## config.mk

```make
export PLATFORM = sky130hd
export DESIGN_NAME = load_current_protection_monitor
export DESIGN_NICKNAME = d
export VERILOG_FILES = /design/src/inc/load_current_protection_monitor_pkg.sv /design/src/hdl/load_current_protection_monitor.sv
export VERILOG_INCLUDE_DIRS = /design/src /design/src/inc
export SDC_FILE = /design/constraint.sdc
export NUM_CORES = 1
export LEC_CHECK = 0
export BUFFER_PORTS_ARGS = -buffer_cell sky130_fd_sc_hd__buf_2
export CORE_UTILIZATION = 35
export CTS_CLUSTER_DIAMETER = 30
export DETAILED_ROUTE_END_ITERATION = 8
export GPL_TIMING_DRIVEN = 0
export SYNTH_ARGS = -nofsm -noshare
export SYNTH_HDL_FRONTEND = slang
export SYNTH_SLANG_ARGS = --single-unit
export TNS_END_PERCENT = 10
```

## constraint.sdc

```tcl
create_clock -name clk -period 7.2 [get_ports clk]
set_clock_uncertainty 0.15 [all_clocks]
set_input_delay 0.36 -clock clk [delete_from_list [all_inputs] [get_ports clk]]
set_output_delay 0.36 -clock clk [all_outputs]
set_load 0.01 [all_outputs]
```

## src/inc/load_current_protection_monitor_regs.svh

```systemverilog
`ifndef LOAD_CURRENT_PROTECTION_MONITOR_REGS_SVH
`define LOAD_CURRENT_PROTECTION_MONITOR_REGS_SVH

// register byte offsets
`define CFG_OFS 8'h00
`define UC_OFS 8'h04
`define OT_OFS 8'h08
`define OVL_OFS 8'h0C
`define STAT_OFS 8'h10
`define IRQ_STAT_OFS 8'h14
`define IRQ_MASK_OFS 8'h18
`define CTRL_OFS 8'h1C

// field positions
`define RESP_BIT 0
`define OVSEL_LSB 4
`define OVMODE_LSB 8
`define UC_THR_LSB 0
`define UC_HYST_LSB 8
`define UC_TIME_LSB 16
`define OT_LVL_LSB 0
`define OT_HYST_LSB 8
`define OT_TIME_LSB 16
`define OVL_LVL_LSB 0
`define CLR_TRIP_BIT 0

// reset values and limits
`define RESP_RST 1'h0
`define OVSEL_RST 3'h0
`define OVSEL_MAX 8'h05
`define OVMODE_RST 2'h2
`define UC_THR_RST 7'h00
`define UC_THR_MAX 8'h64
`define UC_HYST_RST 5'h0A
`define UC_HYST_MIN 8'h01
`define UC_HYST_MAX 8'h14
`define UC_TIME_RST 8'h00
`define OT_LVL_RST 8'h82
`define OT_LVL_MAX 8'hFA
`define OT_HYST_RST 7'h0A
`define OT_HYST_MAX 8'h64
`define OT_TIME_RST 7'h05
`define OT_TIME_MAX 8'h64
`define OVL_LVL_RST 8'h82
`define OVL_LVL_MIN 8'h64
`define OVL_LVL_MAX 8'h96

// scaling of percent settings to 0.1 % measurement units
`define NEAR_SCALE 4'h7
`define FULL_SCALE 4'hA

// timing
`define CLK_PERIOD_NS 40
`define TICK_PERIOD_NS 1000000
`define MS_PER_S 18'h0_03E8
`define MS_PER_DS 10'h064

`endif

```

## src/inc/load_current_protection_monitor_pkg.sv

```systemverilog
package load_current_protection_monitor_pkg;

  typedef enum logic [1:0] {
    OV_AVOID,
    OV_OFF,
    OV_EXCITE_LEVEL,
    OV_EXCITE_DECEL
  } ov_mode_t;

  typedef enum logic [1:0] {
    FAULT_NONE,
    FAULT_UNDERCURRENT,
    FAULT_OVERTORQUE
  } fault_t;

endpackage : load_current_protection_monitor_pkg

```

## src/hdl/load_current_protection_monitor.sv

```systemverilog
// Behaviour
// small-current response: 0 alarm, 1 trip
// alarm mode raises alarm, never trips
// trip mode trips after timed undercurrent
// undercurrent threshold 0 to 100 percent
// undercurrent hysteresis 1 to 20, default 10
// undercurrent time 0 to 255 s
// six selections: torque 0-2, output 3-5
// selections 0,1,3,4: alarm at 70 percent
// selections 2,5: alarm at 100 percent
// timed output after level held for time
// alarm selections never fault nor stop
// selections 1,4 trip after held level
// over-torque level 0 to 250, default 130
// over-torque hysteresis 0 to 100, default 10
// over-torque time 0.0 to 10.0 s
// overvoltage mode 0-3, mode 0 avoids
// mode 1 off, 2 level, 3 deceleration
// overvoltage level 100 to 150 percent
// timers restart when hysteresis clears condition
`timescale 1ns/1ps
`include "load_current_protection_monitor_regs.svh"

module load_current_protection_monitor #(
  parameter int TICK_CYCLES = `TICK_PERIOD_NS / `CLK_PERIOD_NS
) (
  // clock and reset
  input wire logic clk,
  input wire logic rst_n,
  // register port
  input wire logic [7:0] addr,
  input wire logic [31:0] wdata,
  input wire logic wr_en,
  input wire logic rd_en,
  output logic [31:0] rdata,
  // measurements in 0.1 % of rated value
  input wire logic [11:0] torque_current,
  input wire logic [11:0] output_current,
  input wire logic [11:0] bus_voltage,
  input wire logic decelerating,
  // terminal and drive outputs
  output logic uc_alarm,
  output logic ot_alarm,
  output logic ot_timed,
  output logic trip,
  output logic stop_req,
  output load_current_protection_monitor_pkg::fault_t fault_code,
  output logic ov_extend_decel,
  output logic ov_overexcite,
  // interrupt
  output logic irq
);

  function automatic logic [7:0] clamp(input logic [7:0] v, input logic [7:0] lo, input logic [7:0] hi);
    clamp = (v < lo) ? lo : ((v > hi) ? hi : v);
  endfunction : clamp

  function automatic logic [12:0] scale(input logic [7:0] pct, input logic [3:0] k);
    scale = 13'(pct) * 13'(k);
  endfunction : scale

  function automatic logic [12:0] sat_sub(input logic [12:0] a, input logic [12:0] b);
    sat_sub = (a > b) ? a - b : 13'h0_000;
  endfunction : sat_sub

  // settings
  logic resp_reg;
  logic [2:0] ovsel_reg;
  load_current_protection_monitor_pkg::ov_mode_t ov_mode_reg;
  logic [6:0] uc_thr_reg;
  logic [4:0] uc_hyst_reg;
  logic [7:0] uc_time_reg;
  logic [7:0] ot_lvl_reg;
  logic [6:0] ot_hyst_reg;
  logic [6:0] ot_time_reg;
  logic [7:0] ovl_lvl_reg;
  logic [3:0] irq_stat_reg;
  logic [3:0] irq_mask_reg;

  logic wr_cfg, wr_uc, wr_ot, wr_ovl, wr_istat, wr_imask, wr_ctrl;
  assign wr_cfg = wr_en && (addr == `CFG_OFS);
  assign wr_uc = wr_en && (addr == `UC_OFS);
  assign wr_ot = wr_en && (addr == `OT_OFS);
  assign wr_ovl = wr_en && (addr == `OVL_OFS);
  assign wr_istat = wr_en && (addr == `IRQ_STAT_OFS);
  assign wr_imask = wr_en && (addr == `IRQ_MASK_OFS);
  assign wr_ctrl = wr_en && (addr == `CTRL_OFS);

  // out-of-range writes saturate to the nearest legal setting
  always_ff @(posedge clk) begin
    if (!rst_n) begin
      resp_reg <= `RESP_RST;
      ovsel_reg <= `OVSEL_RST;
      ov_mode_reg <= load_current_protection_monitor_pkg::ov_mode_t'(`OVMODE_RST);
    end else if (wr_cfg) begin
      resp_reg <= wdata[`RESP_BIT];
      ovsel_reg <= 3'(clamp({5'h00, wdata[`OVSEL_LSB +: 3]}, 8'h00, `OVSEL_MAX));
      ov_mode_reg <= load_current_protection_monitor_pkg::ov_mode_t'(wdata[`OVMODE_LSB +: 2]);
    end
  end

  always_ff @(posedge clk) begin
    if (!rst_n) begin
      uc_thr_reg <= `UC_THR_RST;
      uc_hyst_reg <= `UC_HYST_RST;
      uc_time_reg <= `UC_TIME_RST;
    end else if (wr_uc) begin
      uc_thr_reg <= 7'(clamp(wdata[`UC_THR_LSB +: 8], 8'h00, `UC_THR_MAX));
      uc_hyst_reg <= 5'(clamp(wdata[`UC_HYST_LSB +: 8], `UC_HYST_MIN, `UC_HYST_MAX));
      uc_time_reg <= wdata[`UC_TIME_LSB +: 8];
    end
  end

  always_ff @(posedge clk) begin
    if (!rst_n) begin
      ot_lvl_reg <= `OT_LVL_RST;
      ot_hyst_reg <= `OT_HYST_RST;
      ot_time_reg <= `OT_TIME_RST;
    end else if (wr_ot) begin
      ot_lvl_reg <= clamp(wdata[`OT_LVL_LSB +: 8], 8'h00, `OT_LVL_MAX);
      ot_hyst_reg <= 7'(clamp(wdata[`OT_HYST_LSB +: 8], 8'h00, `OT_HYST_MAX));
      ot_time_reg <= 7'(clamp(wdata[`OT_TIME_LSB +: 8], 8'h00, `OT_TIME_MAX));
    end
  end

  always_ff @(posedge clk) begin
    if (!rst_n) begin
      ovl_lvl_reg <= `OVL_LVL_RST;
    end else if (wr_ovl) begin
      ovl_lvl_reg <= clamp(wdata[`OVL_LVL_LSB +: 8], `OVL_LVL_MIN, `OVL_LVL_MAX);
    end
  end

  // 1 ms time base
  logic [15:0] div_reg;
  logic tick;
  assign tick = (div_reg == 16'(TICK_CYCLES - 1));

  always_ff @(posedge clk) begin
    if (!rst_n || tick) begin
      div_reg <= 16'h0_000;
    end else begin
      div_reg <= div_reg + 16'h0_001;
    end
  end

  // undercurrent watch on output current
  logic uc_cond_reg;
  logic [17:0] uc_ms_reg, uc_limit;
  logic [12:0] uc_on, uc_off;
  logic uc_done;
  assign uc_on = scale({1'b0, uc_thr_reg}, `FULL_SCALE);
  assign uc_off = uc_on + scale({3'h0, uc_hyst_reg}, `FULL_SCALE);
  assign uc_limit = 18'(uc_time_reg * `MS_PER_S);
  assign uc_done = uc_cond_reg && (uc_ms_reg >= uc_limit);

  always_ff @(posedge clk) begin
    if (!rst_n) begin
      uc_cond_reg <= 1'b0;
    end else if (!uc_cond_reg && ({1'b0, output_current} < uc_on)) begin
      uc_cond_reg <= 1'b1;
    end else if (uc_cond_reg && ({1'b0, output_current} >= uc_off)) begin
      uc_cond_reg <= 1'b0;
    end
  end

  always_ff @(posedge clk) begin
    if (!rst_n || !uc_cond_reg) begin
      uc_ms_reg <= 18'h0_0000;
    end else if (tick && (uc_ms_reg < uc_limit)) begin
      uc_ms_reg <= uc_ms_reg + 18'h0_0001;
    end
  end

  // over-torque / over-current watch
  logic torque_sel, near70_sel, fault_sel;
  logic [11:0] ot_cur;
  logic [12:0] near_on, near_off, full_on, full_off, ot_hyst10;
  assign torque_sel = (ovsel_reg < 3'h3);
  assign near70_sel = (ovsel_reg != 3'h2) && (ovsel_reg != 3'h5);
  assign fault_sel = (ovsel_reg == 3'h1) || (ovsel_reg == 3'h4);
  assign ot_cur = torque_sel ? torque_current : output_current;
  assign ot_hyst10 = scale({1'b0, ot_hyst_reg}, `FULL_SCALE);
  assign full_on = scale(ot_lvl_reg, `FULL_SCALE);
  assign full_off = sat_sub(full_on, ot_hyst10);
  assign near_on = near70_sel ? scale(ot_lvl_reg, `NEAR_SCALE) : full_on;
  assign near_off = sat_sub(near_on, ot_hyst10);

  logic near_reg, full_reg;
  logic [13:0] ot_ms_reg, ot_limit;
  logic ot_done;
  // 10.0 s is 10000 ticks, so the counter needs 14 bits
  assign ot_limit = 14'(ot_time_reg) * 14'(`MS_PER_DS);
  assign ot_done = full_reg && (ot_ms_reg >= ot_limit);

  always_ff @(posedge clk) begin
    if (!rst_n) begin
      near_reg <= 1'b0;
    end else if (!near_reg && ({1'b0, ot_cur} >= near_on)) begin
      near_reg <= 1'b1;
    end else if (near_reg && ({1'b0, ot_cur} < near_off)) begin
      near_reg <= 1'b0;
    end
  end

  always_ff @(posedge clk) begin
    if (!rst_n) begin
      full_reg <= 1'b0;
    end else if (!full_reg && ({1'b0, ot_cur} >= full_on)) begin
      full_reg <= 1'b1;
    end else if (full_reg && ({1'b0, ot_cur} < full_off)) begin
      full_reg <= 1'b0;
    end
  end

  always_ff @(posedge clk) begin
    if (!rst_n || !full_reg) begin
      ot_ms_reg <= 14'h0000;
    end else if (tick && (ot_ms_reg < ot_limit)) begin
      ot_ms_reg <= ot_ms_reg + 14'h0001;
    end
  end

  // trip: latched until software clears it; a new cause beats the clear
  logic uc_trip_ev, ot_trip_ev, trip_next;
  assign uc_trip_ev = uc_done && resp_reg;
  assign ot_trip_ev = ot_done && fault_sel;
  assign trip_next = uc_trip_ev || ot_trip_ev || (trip && !(wr_ctrl && wdata[`CLR_TRIP_BIT]));

  always_ff @(posedge clk) begin
    if (!rst_n) begin
      trip <= 1'b0;
      stop_req <= 1'b0;
    end else begin
      trip <= trip_next;
      stop_req <= trip_next;
    end
  end

  always_ff @(posedge clk) begin
    if (!rst_n) begin
      fault_code <= load_current_protection_monitor_pkg::FAULT_NONE;
    end else if (!trip && uc_trip_ev) begin
      fault_code <= load_current_protection_monitor_pkg::FAULT_UNDERCURRENT;
    end else if (!trip && ot_trip_ev) begin
      fault_code <= load_current_protection_monitor_pkg::FAULT_OVERTORQUE;
    end else if (!trip_next) begin
      fault_code <= load_current_protection_monitor_pkg::FAULT_NONE;
    end
  end

  // relay outputs
  always_ff @(posedge clk) begin
    if (!rst_n) begin
      uc_alarm <= 1'b0;
      ot_alarm <= 1'b0;
      ot_timed <= 1'b0;
    end else begin
      uc_alarm <= uc_done && !resp_reg;
      ot_alarm <= near_reg;
      ot_timed <= ot_done;
    end
  end

  // overvoltage limit actions
  logic ov_at_level;
  assign ov_at_level = {1'b0, bus_voltage} >= scale(ovl_lvl_reg, `FULL_SCALE);

  always_ff @(posedge clk) begin
    if (!rst_n) begin
      ov_extend_decel <= 1'b0;
      ov_overexcite <= 1'b0;
    end else begin
      ov_extend_decel <= (ov_mode_reg == load_current_protection_monitor_pkg::OV_AVOID) && ov_at_level;
      case (ov_mode_reg)
        load_current_protection_monitor_pkg::OV_EXCITE_LEVEL: ov_overexcite <= ov_at_level;
        load_current_protection_monitor_pkg::OV_EXCITE_DECEL: ov_overexcite <= decelerating;
        default: ov_overexcite <= 1'b0;
      endcase
    end
  end

  // interrupt: uc alarm, ot alarm, ot timed, trip onsets
  logic [3:0] irq_ev, irq_stat_next;
  assign irq_ev = {trip_next && !trip, ot_done && !ot_timed, near_reg && !ot_alarm,
                   uc_done && !resp_reg && !uc_alarm};
  assign irq_stat_next = (irq_stat_reg & ~(wr_istat ? wdata[3:0] : 4'h0)) | irq_ev;

  always_ff @(posedge clk) begin
    if (!rst_n) begin
      irq_stat_reg <= 4'h0;
      irq_mask_reg <= 4'h0;
      irq <= 1'b0;
    end else begin
      irq_stat_reg <= irq_stat_next;
      irq_mask_reg <= wr_imask ? wdata[3:0] : irq_mask_reg;
      irq <= |(irq_stat_next & (wr_imask ? wdata[3:0] : irq_mask_reg));
    end
  end

  // read port; unmapped addresses and idle cycles read zero
  always_ff @(posedge clk) begin
    if (!rst_n || !rd_en) begin
      rdata <= 32'h0000_0000;
    end else if (addr == `CFG_OFS) begin
      rdata <= {22'h0, ov_mode_reg, 1'b0, ovsel_reg, 3'h0, resp_reg};
    end else if (addr == `UC_OFS) begin
      rdata <= {8'h00, uc_time_reg, 3'h0, uc_hyst_reg, 1'b0, uc_thr_reg};
    end else if (addr == `OT_OFS) begin
      rdata <= {9'h000, ot_time_reg, 1'b0, ot_hyst_reg, ot_lvl_reg};
    end else if (addr == `OVL_OFS) begin
      rdata <= {24'h00_0000, ovl_lvl_reg};
    end else if (addr == `STAT_OFS) begin
      rdata <= {24'h00_0000, fault_code, trip, ot_done, near_reg, full_reg, uc_cond_reg, uc_done};
    end else if (addr == `IRQ_STAT_OFS) begin
      rdata <= {28'h000_0000, irq_stat_reg};
    end else if (addr == `IRQ_MASK_OFS) begin
      rdata <= {28'h000_0000, irq_mask_reg};
    end else begin
      rdata <= 32'h0000_0000;
    end
  end
endmodule : load_current_protection_monitor

```

**Word level (Yosys, flattened, before mapping)**

Cells that the tools add are included.

- Memories: 0
- Memory bits (read-only): 0
- Input port bits: 81
- Bits in latches: 0
- Register bits after elaboration: 156
- Word-level logic and storage cells: 186
- RAM bits: 0

- Bitwise operators: 5
- Add/subtract/negate cells: 6
- Shift operators: 0
- Muxes and demuxes: 36
- Div/mod/pow operators: 0
- Reductions and logical operators: 58
- $lt $le $gt $ge: 26
- Multipliers: 8
- Equality and inequality tests: 16

Operator list:

| operator | number |
|---|---|
| $ge A12 B12 Y1 | 4 |
| $mux W8 | 6 |
| $mux W7 | 6 |
| $mul A8 B3 Y11 const B | 3 |
| $eq A8 B5 Y1 const B | 4 |
| $lt A8 B1 Y1 const B | 4 |
| $logic_and A1 B1 Y1 | 30 |
| $lt A12 B13 Y1 | 2 |
| $mux W13 | 2 |
| $sub A12 B11 Y13 | 2 |
| $gt A12 B11 Y1 | 2 |
| $gt A8 B7 Y1 const B | 3 |
| $mux W12 | 2 |
| $mux W24 | 1 |
| $mux W23 | 1 |
| $mul A7 B3 Y10 const B | 2 |
| $add A18 B1 Y18 const B | 1 |
| $ge A18 B18 Y1 | 1 |
| $lt A18 B18 Y1 | 1 |
| $add A16 B1 Y16 const B | 1 |
| $eq A16 B15 Y1 const B | 1 |
| $eq A8 B4 Y1 const B | 2 |
| $gt A8 B8 Y1 const B | 2 |
| $mux W4 | 4 |
| other kinds (39) | 68 |

**Logic depth before layout (Yosys ltp)**

- Word-level depth: 10
- Depth in mapped cells: 24
- Mapped depth without buffers: 24

**Worst setup path after synthesis**

Ideal clock, no wire load.

- Path type: register -> register
- From: reg uc_time_reg[2]
- To: reg uc_ms_reg[15]
- Library setup time: 59 ps
- Path buffers: 1
- Setup slack: 1,733 ps
- Stages on the path, launching flop included: 24
- Data arrival time: 5,258 ps
- Cells stage by stage: dfxtp_1 fa_1 xor2_1 ha_1 fa_1 inv_1 fa_1 inv_1 ha_1 nand2_1 o211ai_1 a31oi_1 nor2b_1 o21ai_0 a21oi_1 xnor2_1 ha_1 a21oi_1 o21ai_0 o21ba_2 nand4_1 clkbuf_1 or4_1 nand2_1

- Word-level cells in the longest chain between the ends: 3

Ends and longest elaborated chain:

| what | RTL line | RTL |
|---|---|---|
| start, declared | load_current_protection_monitor.sv:72 | `logic [7:0] uc_time_reg;` |
| start signal, assigned | load_current_protection_monitor.sv:106 | `` uc_time_reg <= `UC_TIME_RST; `` |
| start signal, assigned | load_current_protection_monitor.sv:110 | `` uc_time_reg <= wdata[`UC_TIME_LSB +: 8]; `` |
| $mul A8 B7 Y15 (no source line) | - |  |
| $lt A18 B18 Y1 | load_current_protection_monitor.sv:170 | `end else if (tick && (uc_ms_reg < uc_limit)) begin` |
| $logic_and A1 B1 Y1 | load_current_protection_monitor.sv:170 |  |
| end signal, assigned | load_current_protection_monitor.sv:171 | `uc_ms_reg <= uc_ms_reg + 18'h0_0001;` |
| end, declared | load_current_protection_monitor.sv:149 | `logic [17:0] uc_ms_reg, uc_limit;` |

Every way passes these cells.
A chain may end at the register's enable or synchronous reset.

**Final worst setup path**

- From: reg uc_time_reg[2]
- To: reg rdata[0]

- Word-level cells in the longest chain between the ends: 8

Ends and longest elaborated chain:

| what | RTL line | RTL |
|---|---|---|
| $mul A8 B7 Y15 (no source line) | - |  |
| $ge A18 B18 Y1 | load_current_protection_monitor.sv:155 | `assign uc_done = uc_cond_reg && (uc_ms_reg >= uc_limit);` |
| $logic_and A1 B1 Y1 | load_current_protection_monitor.sv:155 |  |
| $mux W8 | load_current_protection_monitor.sv:313 | `` end else if (addr == `STAT_OFS) begin `` |
| $mux W8 | load_current_protection_monitor.sv:311 | `` end else if (addr == `OVL_OFS) begin `` |
| $mux W23 | load_current_protection_monitor.sv:309 | `` end else if (addr == `OT_OFS) begin `` |
| $mux W24 | load_current_protection_monitor.sv:307 | `` end else if (addr == `UC_OFS) begin `` |
| $mux W10 | load_current_protection_monitor.sv:305 | `` end else if (addr == `CFG_OFS) begin `` |
| end signal, assigned | load_current_protection_monitor.sv:306 | `rdata <= {22'h0, ov_mode_reg, 1'b0, ovsel_reg, 3'h0, resp_reg};` |
| end signal, assigned | load_current_protection_monitor.sv:308 | `rdata <= {8'h00, uc_time_reg, 3'h0, uc_hyst_reg, 1'b0, uc_thr_reg};` |
| end signal, assigned | load_current_protection_monitor.sv:310 | `rdata <= {9'h000, ot_time_reg, 1'b0, ot_hyst_reg, ot_lvl_reg};` |
| end, declared | load_current_protection_monitor.sv:35 | `output logic [31:0] rdata,` |

Every way passes these cells.

==> results.py <==
metrics = {
    "pwr": {
        "cellLeakagePower_nw": 7.140,
        "p_total_mw": 1.879,
        "peak_ir_drop_on_the_vdd_network_mv": 0.1700,
        "power_per_cell_area_nw_per_um2": 120.5,
    },
    "sta": {
        "layout_worst_path_cycle_share_pct": 90.12,
        "worst-slew-pin-transition_ns": 0.8368,
        "timing.fmax_ghz": 0.1541,
        "setup_total_negative_slack_ns": 0,
        "setup_ws_ns": 0.7111,
        "max-slew-margin-rel_pct": 42.77,
        "setup_viol": 0,
        "hold_viol": 0,
        "period_needed_ns": 6.489,
        "final_max_slew_viol_count": 0,
        "rsz0062_at_grt": "false",
    },
    "min_path": {
        "hold_path.startpoint": "decelerating",
        "min_delay_path_class": "input port to register",
    },
    "cts": {
        "clock_insertion_delay_worst_skew_ns": 0.43,
        "cts.repair_timing.setup_buffer_count": 0,
        "cts_buffer_depth": 2,
        "cts.root.buffer_cell": "clkbuf_16",
        "htree_levels": 4,
        "tritoncts": "built",
        "numCtsBuffers": 17,
        "cts.sink_count": 147,
        "clk_transition_reported_paths_ns": 0.07,
        "cts_resized": 0,
        "cts-hold-fix-buffers": 0,
    },
    "detailed_routing": {
        "drt_iter0_drc": 749,
        "post_route_antenna_net_violation_count": 0,
        "wirelength_mm": 38.97,
        "drc_errors": 0,
        "first_pass_iters": 6,
        "route.detailed.wl_per_inst_um": 16.98,
        "num_vias": 12150,
        "post_drt_via_cell_ratio": 5.293,
    },
    "finish": {
        "fillers": 3926,
        "drive_gt1_share_pct": 10.14,
        "nets": 2143,
        "area.growth.synth_to_final_pct": 12.73,
        "largest_register_ffs": 23,
        "post_layout_nonfiller_instances": 2295,
        "postLayoutCoreUtil_pct": 40.15,
    },
    "setup_path": {
        "critical_path_peak_fanout": 8,
        "required_ns": 7.37,
        "criticalPathCategory": "register to register",
        "timing.critical_path.from": "uc_time_reg[2]",
        "r2r_start": "uc_time_reg[2]",
        "startpoint_type": "register",
        "endpoint_kind": "register",
        "cp_data_arrival_time_ns": 6.66,
    },
    "placement": {
        "dpl.cell_count": 2263,
        "hpwl_mm": 31.82,
        "pre_cts_ws_ns": 0.7541,
        "io_buffer_count": 102,
        "place_congestion": 0.9275,
    },
    "global_route": {
        "gr_ovfl_total": 0,
        "antenna_found_initial": 3,
        "first_global_vias": 12030,
        "grt_use_met3_pct": 2.922,
        "grt_use_met2_pct": 33.57,
        "global_route.peak_usage_layer": "met2",
        "global_route_wire_length_before_repair_mm": 63.91,
        "track_usage_pct": 19.70,
        "grt_use_met1_pct": 26.03,
        "grt_max_degree": 17,
    },
    "logic_synthesis": {
        "yosys.area_share.simple_pct": 18.58,
        "yosys-top-cells-area": "ha_1 23%, dfxtp_1 21%, fa_1 5.6%, inv_1 4.3%, nand2_1 3.9%",
        "synth_xor_area_share_pct": 6.143,
        "synth_top_family_by_area": "adder cells",
        "synth_common_cells": "259 x ha_1, 157 x inv_1, 147 x dfxtp_1",
        "synthesis.area_per_instance_um2": 8.458,
        "synthFlopType": "dfxtp_1",
        "muxShareOfSynthArea_pct": 1.773,
        "post-synth-top-area-fraction_pct": 23.43,
        "ys.warnings.count": 0,
        "ys_seq_elements": 147,
        "synth.most_common_cell": "ha_1",
        "syn_inst": 1635,
        "post_synth_fa_ha_maj_area_fraction_pct": 29.08,
        "synthDistinctLibCells": 79,
        "synth_compound_gate_area_share_pct": 17.27,
        "async_flop_share_pct": 0,
        "synth.yosys.seq_area_share_pct": 21.28,
        "post_synthesis_instance_area_um2": 13830,
        "synth.largest_area_cell": "ha_1",
        "number_of_enable_flip_flop_cells_after_synthesis": 0,
    },
    "die": {
        "die_area_um2": 40310,
        "io_pins": 123,
        "fp.dieW_um": 200.8,
        "core_region_area_um2": 38830,
        "floorplan.initialDensity_pct": 35.62,
        "std_cell_rows": 72,
        "die_y_um": 200.8,
    },
    "flow_run": {
        "cap_violations": 0,
    },
    "run_status": {
        "result_of_the_run": "finished clean",
    },
}
through the flow:
step / hold slack, ns / cell area (µm²)
after floorplan: 0.2675 / 13860
after global placement: 0.2755 / 15020
after global routing: 0.02971 / 15590
after CTS: 0.01468 / 15590
after detailed placement: 0.2863 / 15020
final: 0.02256 / 15590
final cells by class:
cell class	instances	area, µm²	share of cell area [%]
antenna	1	2.502	0.01605
multi-input combinational	1291	10110	64.84
clock inverter	14	143.9	0.9230
timing repair buffer	102	510.5	3.274
tap	518	648.1	4.157
sequential	147	2943	18.88
buffer	48	219.0	1.404
clock buffer	17	425.4	2.729
inverter	157	589.3	3.780
worst paths after layout:
path,endpoint,slack (ns),cells after the start
setup / recovery,rdata[0],0.71,22
hold / removal,ov_overexcite,0.02,3
setup reg to reg,rdata[0],0.71,22
hold reg to reg,div_reg[0],0.30,1
critical path, stage by stage, from the launching register on:
cell,delay (ns)
dfxtp_1,0.60
fa_1,0.54
xor2_1,0.17
ha_1,0.30
fa_1,0.50
inv_1,0.06
fa_1,0.49
inv_1,0.04
ha_1,0.33
o21ai_0,0.15
a21oi_1,0.19
o21ai_0,0.13
a21oi_1,0.32
and4_1,0.25
nor3_1,0.06
ha_1,0.31
nand4_1,0.15
nor3_1,0.35
o211ai_1,0.14
nand3_1,0.28
nand2_1,0.20
a211o_1,0.34
a311oi_1,0.32
cells by family (layout without fill, tap and decap cells):
group                    Yosys count  after routing
multiplexers                      23             23
other                              1             10
AND/OR/NAND/NOR                  506            506
buffers and inverters            205            338
adder cells (fa/ha/maj)          298            298
AO/OA/AOI/OAI                    358            358
XOR/XNOR                          97             97
flip-flops                       147            147
power by group:
part / leakage, nW / switching [mW] / internal, mW
clock: 0.273 / 0.402 / 0.486
combinational: 5.68 / 0.0985 / 0.0667
sequential: 1.19 / 0.00855 / 0.818
placed cells by master (no fill, tap or decap), drive strengths merged, types with 11 or more instances in the layout:
cell,Yosys,routed
ha,259,259
inv,157,165
dfxtp,147,147
nand2,142,142
nor2,114,114
buf,12,114
a21oi,100,100
xnor2,57,57
o21ai,55,55
nand3,54,54
clkbuf,36,53
xor2,40,40
fa,39,39
nor3,37,37
a21boi,35,35
nor2b,33,33
a22oi,25,25
a21o,21,21
nand2b,21,21
o21a,18,18
o211ai,17,17
nand4,17,17
nor4,14,14
o21bai,13,13
mux2,12,12
and3,12,12
nor3b,11,11
mux2i,11,11
layer usage:
layer | wire length [µm] | share of wire (%)
met1 | 17850 | 46
met5 | 0 | 0
met2 | 18250 | 47
met3 | 2118 | 5.4
met4 | 751 | 1.9
(Power assumes the default switching activity.)
